--- src/common/vrts_defines.svh ---
// constants for the voltage reference and temperature sense control block
`ifndef VRTS_DEFINES_SVH
`define VRTS_DEFINES_SVH

// ----------------------------------------------------------------
// register map (byte addresses)
// ----------------------------------------------------------------
`define VRTS_ADDR_CTRL     8'h00
`define VRTS_ADDR_STAB     8'h04
`define VRTS_ADDR_W        8

// ----------------------------------------------------------------
// control register fields
// ----------------------------------------------------------------
`define VRTS_BIT_REF_EN    7
`define VRTS_BIT_READY     6
`define VRTS_BIT_TS_EN     5
`define VRTS_BIT_TS_RNG    4
`define VRTS_CDG_HI        3
`define VRTS_CDG_LO        2
`define VRTS_ADG_HI        1
`define VRTS_ADG_LO        0
`define VRTS_CTRL_RST      8'h00
`define VRTS_WR_MASK       8'hbf

// ----------------------------------------------------------------
// gain codes
// ----------------------------------------------------------------
`define VRTS_GAIN_OFF      2'h0
`define VRTS_GAIN_X1       2'h1
`define VRTS_GAIN_X2       2'h2
`define VRTS_GAIN_X4       2'h3

// ----------------------------------------------------------------
// stabilization timing
// ----------------------------------------------------------------
`define VRTS_CLK_MHZ       250
`define VRTS_STAB_US       25
`define VRTS_STAB_CYC      (`VRTS_STAB_US * `VRTS_CLK_MHZ)
`define VRTS_CNT_W         16

// ----------------------------------------------------------------
// axi responses
// ----------------------------------------------------------------
`define VRTS_RESP_OKAY     2'h0
`define VRTS_RESP_SLVERR   2'h2

`endif

--- src/common/vrts_pkg.sv ---
// types for the voltage reference and temperature sense control block
package vrts_pkg;
   typedef enum logic [1:0] {
      VRTS_REF_OFF    = 2'b00,
      VRTS_REF_SETTLE = 2'b01,
      VRTS_REF_READY  = 2'b10
   } vrts_ref_state_e;
endpackage

--- src/rtl/vrts_ctrl.sv ---
// axi4-lite control register bank for voltage reference and temperature sense
//
// Design decisions made here: the register offsets and the AXI4-Lite slave port.
`include "vrts_defines.svh"
// How it works
// - bit 7 turns the reference on
// - bit 6 read-only ready flag
// - standard variant reads ready always one
// - bit 5 enables temperature sensor
// - bit 4 selects high or low range
// - bits 3-2 comparator/DAC gain decode
// - bits 1-0 ADC gain decode
// - writable control bits clear on every reset; the stabilization count reloads its default
// - sensor output routed to dedicated ADC channel
module vrts_ctrl
   import vrts_pkg::*;
#(
   parameter logic STD_VARIANT = 1'b0
)
(
   input  wire logic        sys_clk,
   input  wire logic        rst_n,
   input  wire logic        clk_en,
   input  wire logic [7:0]  s_axi_awaddr,
   input  wire logic        s_axi_awvalid,
   output logic             s_axi_awready,
   input  wire logic [31:0] s_axi_wdata,
   input  wire logic [3:0]  s_axi_wstrb,
   input  wire logic        s_axi_wvalid,
   output logic             s_axi_wready,
   output logic [1:0]       s_axi_bresp,
   output logic             s_axi_bvalid,
   input  wire logic        s_axi_bready,
   input  wire logic [7:0]  s_axi_araddr,
   input  wire logic        s_axi_arvalid,
   output logic             s_axi_arready,
   output logic [31:0]      s_axi_rdata,
   output logic [1:0]       s_axi_rresp,
   output logic             s_axi_rvalid,
   input  wire logic        s_axi_rready,
   output logic             ref_enable,
   output logic             temp_sense_enable,
   output logic             temp_range_select,
   output logic [2:0]       cmp_dac_gain_sel,
   output logic [2:0]       adc_gain_sel,
   output logic             temp_adc_chan_route
);
   // ------------------------------------------------------------
   // state
   // ------------------------------------------------------------
   logic [7:0]             ctrl;
   logic [`VRTS_CNT_W-1:0] stab_cycles;
   logic                   aw_held;
   logic                   w_held;
   logic [7:0]             aw_addr;
   logic [31:0]            w_data;
   logic [3:0]             w_strb;
   logic                   timer_ready;
   logic                   ref_ready;
   logic                   do_write;
   logic [7:0]             next_ctrl;

   // one-hot gain select: x1, x2, x4; all zero means buffer off
   function automatic logic [2:0] gain_decode(input logic [1:0] code);
      case (code)
         `VRTS_GAIN_X4: gain_decode = 3'h4;
         `VRTS_GAIN_X2: gain_decode = 3'h2;
         `VRTS_GAIN_X1: gain_decode = 3'h1;
         default:       gain_decode = 3'h0;
      endcase
   endfunction

   // ------------------------------------------------------------
   // stabilization timer
   // ------------------------------------------------------------
   vrts_stab_timer u_timer (
      .sys_clk       (sys_clk),
      .rst_n         (rst_n),
      .clk_en        (clk_en),
      .enable        (ctrl[`VRTS_BIT_REF_EN]),
      .settle_cycles (stab_cycles),
      .ready         (timer_ready)
   );

   assign ref_ready = STD_VARIANT ? 1'b1 : timer_ready;

   // ------------------------------------------------------------
   // write channel
   // ------------------------------------------------------------
   assign do_write = aw_held && w_held && !s_axi_bvalid;

   always_ff @(posedge sys_clk) begin
      if (!rst_n) begin
         aw_held       <= 1'b0;
         aw_addr       <= '0;
         s_axi_awready <= 1'b0;
      end else if (clk_en) begin
         s_axi_awready <= !aw_held && !s_axi_awready;
         if (s_axi_awvalid && s_axi_awready) begin
            aw_held <= 1'b1;
            aw_addr <= s_axi_awaddr;
         end else if (do_write) begin
            aw_held <= 1'b0;
         end
      end
   end

   always_ff @(posedge sys_clk) begin
      if (!rst_n) begin
         w_held       <= 1'b0;
         w_data       <= '0;
         w_strb       <= '0;
         s_axi_wready <= 1'b0;
      end else if (clk_en) begin
         s_axi_wready <= !w_held && !s_axi_wready;
         if (s_axi_wvalid && s_axi_wready) begin
            w_held <= 1'b1;
            w_data <= s_axi_wdata;
            w_strb <= s_axi_wstrb;
         end else if (do_write) begin
            w_held <= 1'b0;
         end
      end
   end

   always_ff @(posedge sys_clk) begin
      if (!rst_n) begin
         s_axi_bvalid <= 1'b0;
         s_axi_bresp  <= `VRTS_RESP_OKAY;
      end else if (clk_en) begin
         if (do_write) begin
            s_axi_bvalid <= 1'b1;
            s_axi_bresp  <= (aw_addr == `VRTS_ADDR_CTRL || aw_addr == `VRTS_ADDR_STAB)
                            ? `VRTS_RESP_OKAY : `VRTS_RESP_SLVERR;
         end else if (s_axi_bready) begin
            s_axi_bvalid <= 1'b0;
         end
      end
   end

   // ------------------------------------------------------------
   // registers
   // ------------------------------------------------------------
   // ready bit is masked off: writes to it have no effect
   always_comb begin
      next_ctrl = ctrl;
      if (do_write && aw_addr == `VRTS_ADDR_CTRL && w_strb[0]) begin
         next_ctrl = (w_data[7:0] & `VRTS_WR_MASK) | (ctrl & ~`VRTS_WR_MASK);
      end
   end

   always_ff @(posedge sys_clk) begin
      if (!rst_n) begin
         ctrl <= `VRTS_CTRL_RST;
      end else if (clk_en) begin
         ctrl <= next_ctrl;
      end
   end

   always_ff @(posedge sys_clk) begin
      if (!rst_n) begin
         stab_cycles <= `VRTS_CNT_W'(`VRTS_STAB_CYC);
      end else if (clk_en && do_write && aw_addr == `VRTS_ADDR_STAB) begin
         if (w_strb[0]) begin
            stab_cycles[7:0] <= w_data[7:0];
         end
         if (w_strb[1]) begin
            stab_cycles[15:8] <= w_data[15:8];
         end
      end
   end

   // ------------------------------------------------------------
   // read channel
   // ------------------------------------------------------------
   always_ff @(posedge sys_clk) begin
      if (!rst_n) begin
         s_axi_arready <= 1'b0;
         s_axi_rvalid  <= 1'b0;
         s_axi_rdata   <= '0;
         s_axi_rresp   <= `VRTS_RESP_OKAY;
      end else if (clk_en) begin
         s_axi_arready <= !s_axi_rvalid && !s_axi_arready;
         if (s_axi_arvalid && s_axi_arready) begin
            s_axi_rvalid <= 1'b1;
            s_axi_rresp  <= `VRTS_RESP_OKAY;
            case (s_axi_araddr)
               `VRTS_ADDR_CTRL: begin
                  s_axi_rdata <= {24'h0, ctrl[`VRTS_BIT_REF_EN], ref_ready, ctrl[`VRTS_BIT_TS_EN:0]};
               end
               `VRTS_ADDR_STAB: s_axi_rdata <= {16'h0, stab_cycles};
               default: begin
                  s_axi_rdata <= '0;
                  s_axi_rresp <= `VRTS_RESP_SLVERR;
               end
            endcase
         end else if (s_axi_rready) begin
            s_axi_rvalid <= 1'b0;
         end
      end
   end

   // ------------------------------------------------------------
   // analog controls, registered from the next control value
   // ------------------------------------------------------------
   always_ff @(posedge sys_clk) begin
      if (!rst_n) begin
         ref_enable          <= 1'b0;
         temp_sense_enable   <= 1'b0;
         temp_range_select   <= 1'b0;
         cmp_dac_gain_sel    <= 3'h0;
         adc_gain_sel        <= 3'h0;
         temp_adc_chan_route <= 1'b0;
      end else if (clk_en) begin
         ref_enable          <= next_ctrl[`VRTS_BIT_REF_EN];
         temp_sense_enable   <= next_ctrl[`VRTS_BIT_TS_EN];
         temp_range_select   <= next_ctrl[`VRTS_BIT_TS_RNG];
         cmp_dac_gain_sel    <= gain_decode(next_ctrl[`VRTS_CDG_HI:`VRTS_CDG_LO]);
         adc_gain_sel        <= gain_decode(next_ctrl[`VRTS_ADG_HI:`VRTS_ADG_LO]);
         // sensor feeds its reserved adc channel only while it is powered
         temp_adc_chan_route <= next_ctrl[`VRTS_BIT_TS_EN];
      end
   end
endmodule

--- src/rtl/vrts_stab_timer.sv ---
// stabilization timer for the reference ready flag
`include "vrts_defines.svh"
module vrts_stab_timer
   import vrts_pkg::*;
(
   input  wire logic                   sys_clk,
   input  wire logic                   rst_n,
   input  wire logic                   clk_en,
   input  wire logic                   enable,
   input  wire logic [`VRTS_CNT_W-1:0] settle_cycles,
   output logic                        ready
);
   vrts_ref_state_e        state;
   logic [`VRTS_CNT_W-1:0] count;

   // ------------------------------------------------------------
   // settle sequence
   // ------------------------------------------------------------
   always_ff @(posedge sys_clk) begin
      if (!rst_n) begin
         state <= VRTS_REF_OFF;
         count <= '0;
      end else if (clk_en) begin
         if (!enable) begin
            state <= VRTS_REF_OFF;
            count <= '0;
         end else begin
            case (state)
               VRTS_REF_OFF: begin
                  state <= VRTS_REF_SETTLE;
                  count <= '0;
               end
               VRTS_REF_SETTLE: begin
                  if (count >= settle_cycles) begin
                     state <= VRTS_REF_READY;
                  end else begin
                     count <= count + 1'b1;
                  end
               end
               VRTS_REF_READY: state <= VRTS_REF_READY;
               default: state <= VRTS_REF_OFF;
            endcase
         end
      end
   end

   // drops in the same cycle the enable falls, so no stale ready is seen
   assign ready = enable && (state == VRTS_REF_READY);
endmodule

--- config.mk ---
export PLATFORM = sky130hd
export DESIGN_NAME = vrts_ctrl
export DESIGN_NICKNAME = d
export VERILOG_FILES = /design/src/common/vrts_pkg.sv /design/src/rtl/vrts_ctrl.sv /design/src/rtl/vrts_stab_timer.sv
export VERILOG_INCLUDE_DIRS = /design/src /design/src/common
export SDC_FILE = /design/constraint.sdc
export NUM_CORES = 1
export LEC_CHECK = 0
export BUFFER_PORTS_ARGS = -buffer_cell sky130_fd_sc_hd__clkbuf_2
export CORE_MARGIN = 3
export CORE_UTILIZATION = 36
export DETAILED_ROUTE_END_ITERATION = 8
export SETUP_SLACK_MARGIN = 0.5
export SYNTH_ARGS = -nofsm -noshare
export SYNTH_HDL_FRONTEND = slang
export SYNTH_SLANG_ARGS = --single-unit
--- constraint.sdc ---
create_clock -name sys_clk -period 2.44 [get_ports sys_clk]
set_input_delay 0.244 -clock sys_clk [delete_from_list [all_inputs] [get_ports sys_clk]]
set_output_delay 0.244 -clock sys_clk [all_outputs]
set_load 0.02 [all_outputs]
==> metrics.txt <==
Placement Cell Area=5390 sq um; Critical Path Stages=8; Cell Rows=41; area of the core=12900 sq um; drt first pass iters=4; Tmin final=2.09 ns; setup_tns=0 ns; LEAKAGE=2.65 nW; critical path class=flip-flop to flip-flop; Placed Cells=780; Yosys reg bits=98; layout cells sized above 1=35.3%; I/O Buffers=74; Seq/Total Area, Yosys=40.4%; Avg WL per Cell=15.2 um; Post-synth top flop=dfxtp_1; Synth cell types=60; Max Slew Vio Count=0; CP arrival=2.30 ns; CTS tree=built; crit share post-route=85.8%; area growth from synthesis to layout=26.5%; Max Clk Rate=0.478 GHz; crit path from=stab_cycles[5]; slowest CP cell=a221o_1; Final Hold Viols=0; CTS Buf Count=9; CP bufs+invs=2; H-tree depth=3; HPWL Detailed=8770 um; final worst clock skew=0.00694 ns; slew margin rel.=54.1%; vias in the first global route=4206; Max FO, Critical Path=5; Min-Delay Path Class=input port to flip-flop; async set-or-reset flop fraction in the synthesized netlist=0%; crit start category=flip-flop; post-layout util=47.7%; Vias/cell=5.16; cells along the critical path=inv_2 > ha_4 > a21o_1 > a221o_1 > a22o_4 > o31ai_4 > buf_6 > o211ai_2; FF-to-FF setup slack=0.35 ns; max cap viols=0; Root Buffer Master=clkbuf_16; Setup crit end kind=flip-flop; Mapped Avg Cell Area=8.88 sq um; PD cells=543 nW/um^2; CTS clk-pin slew, worst paths=0.07 ns; gpl congestion=0.817; clk sink count=98; Die H=122 um; Final Setup Violations=0; Critical Path RT=2.65 ns; Critical Path End=u_timer.count[15]; Pwr Total=3.33 mW; Die Wd=122 um; gr ovfl total=0; DIE AREA=14900 sq um; first-pass GRT wire length=20500 um; unrepaired setup endpoints after global routing=yes; final instance count without filler cells=823; largest net degree at the start of global routing=42; status=finished, final reports clean; worst reg2reg endpoint=u_timer.count[15]; design area=6140 sq um; min-delay src=s_axi_awaddr[3]; antenna violations before repair=0; Post-DRT Antenna Nets=0; r2r startpoint=stab_cycles[5]; maximum VDD drop=0.585 mV; path depth of the worst reg2reg path=8; drt total wl=12500 um; CP peak stage delay=0.37 ns; worst skew pair latency=0.35 ns; antenna cells=0; cell count after synthesis=547; Initial Util=37.7%; Layout Nets=728; Filler cells=1224; worst slew pin tran=0.689 ns; initial DRC count=148; Largest delay share family, worst path=compound AO/OA/AOI/OAI gates; vias post-DR=4247; Residual DRC=0; Longest Clk Path Bufs=2; Tot GR Track Use=17.3%; Post-synth EDFFs=0; IO Pins=111; yosys warns=0; Mapped Area=4850 sq um
==> per-stage QoR <==
stage / setup WS (ns) / hold WS [ns]
floorplan: 0.449 / 0.380
global placement: 0.273 / 0.445
detailed placement: 0.213 / 0.449
CTS: 0.362 / 0.105
global route: 0.284 / 0.118
finish: 0.347 / 0.112
==> worst min-delay path, stage by stage <==
cell and delay (ns):
clkbuf_2 0.08, nand2_1 0.05, a21oi_1 0.05
==> synthesized netlist by cell type (all sizes together), types with 2 or more instances <==
| library cell | instances | share of area (%) |
|---|---|---|
| nand3 | 24 | 2.6 |
| o31ai | 4 | 0.90 |
| o211a | 2 | 0.41 |
| a31oi | 2 | 0.57 |
| nor2 | 45 | 3.9 |
| a41oi | 2 | 0.36 |
| and2 | 10 | 1.3 |
| and4 | 3 | 0.54 |
| buf | 28 | 4.4 |
| nor3 | 11 | 1.4 |
| nand2 | 84 | 6.5 |
| a21oi | 43 | 4.4 |
| mux2 | 8 | 1.9 |
| o21ai | 4 | 0.41 |
| ha | 21 | 5.4 |
| and3 | 5 | 0.64 |
| o211ai | 13 | 2.9 |
| or2 | 3 | 0.39 |
| mux2i | 26 | 5.4 |
| a22oi | 16 | 3.4 |
| nand4 | 17 | 2.4 |
| clkbuf | 16 | 1.9 |
| dfxtp | 98 | 40 |
| or4 | 3 | 0.54 |
| o21a | 3 | 0.46 |
| nor2b | 2 | 0.26 |
| nand2b | 2 | 0.26 |
| o311ai | 4 | 0.72 |
| nor4 | 4 | 0.52 |
| inv | 32 | 2.5 |
==> cell families (layout without fill, tap and decap cells) <==
kind of cell / count (synthesis) / count (layout) / synth area share (%)
compound gates: 101 / 102 / 16.4
fa+ha+maj: 21 / 21 / 5.41
buf+inv: 76 / 162 / 8.74
flops: 98 / 98 / 40.4
mux: 34 / 34 / 7.22
other cells: 1 / 18 / 0.0772
simple gates: 216 / 216 / 21.8
==> cell usage in the layout, fill, tap and decap left out, types with 7 or more instances in the layout <==
cell type,count
o211ai_2,9
mux2i_1,26
nor2_2,9
nand4_1,15
nand3_1,22
inv_1,27
clkbuf_2,74
a22oi_2,9
and2_1,7
mux2_2,8
ha_1,11
a22oi_1,7
dfxtp_2,20
clkbuf_16,9
nand2_1,84
ha_4,10
dfxtp_1,73
a21oi_1,43
nor3_1,9
buf_4,37
nor2_1,36
conb_1,18
==> registers in the layout, summed over array words and instances, names as in the netlist, 2 cells and up <==
name              flops
u_timer.state         2
w_strb                2
aw_addr               8
u_timer.count        16
stab_cycles          16
w_data               16
cmp_dac_gain_sel      3
adc_gain_sel          3
ctrl                  7
s_axi_rdata          16
==> layout make-up <==
cell class	count	area [sq um]	area share [%]
timing repair buffer	115	693	11.3
tap	172	215	3.51
multi-input combinational	391	2790	45.5
inverter	32	120	1.96
sequential	98	2010	32.7
clock buffer	9	225	3.67
clock inverter	6	87.6	1.43
==> how the worst min path moves through the flow <==
| stage | to | slack, ns | cells after the start |
|---|---|---|---|
| after detailed placement | aw_addr[0] | 0.45 | 2 |
| after floorplan | aw_addr[0] | 0.38 | 2 |
| after global placement | aw_addr[5] | 0.45 | 2 |
| after CTS | aw_addr[3] | 0.10 | 3 |
| final | aw_addr[3] | 0.11 | 3 |
| after global routing | aw_addr[0] | 0.12 | 3 |
==> report_power, final <==
group / internal (mW) / switching [mW] / leakage (nW)
Sequential: 1.61 / 0.0157 / 0.802
Combinational: 0.0683 / 0.132 / 1.70
Clock: 0.896 / 0.606 / 0.156
Total: 2.58 / 0.754 / 2.65
==> per-layer routing <==
| metal | GRT usage [%] | vias to the layer above | share of wire (%) |
|---|---|---|---|
| met5 | 0 | - | 0 |
| met4 | 5.60 | 0 | 1.9 |
| met3 | 4.69 | 20 | 4.8 |
| met2 | 29.3 | 95 | 50 |
| met1 | 21.4 | 2038 | 44 |
| li1 | - | 2094 | - |
==> repair_timing <==
| action | in CTS | in global routing |
|---|---|---|
| pin swaps | 15 | 10 |
| hold buffers | 0 | 0 |
| setup buffers | 22 | 4 |
| endpoints found under the setup margin | 18 | 18 |
| gates resized for setup | 37 | 16 |
| gates cloned | 2 | 0 |
Note: power is estimated with default switching activity, not from simulation.
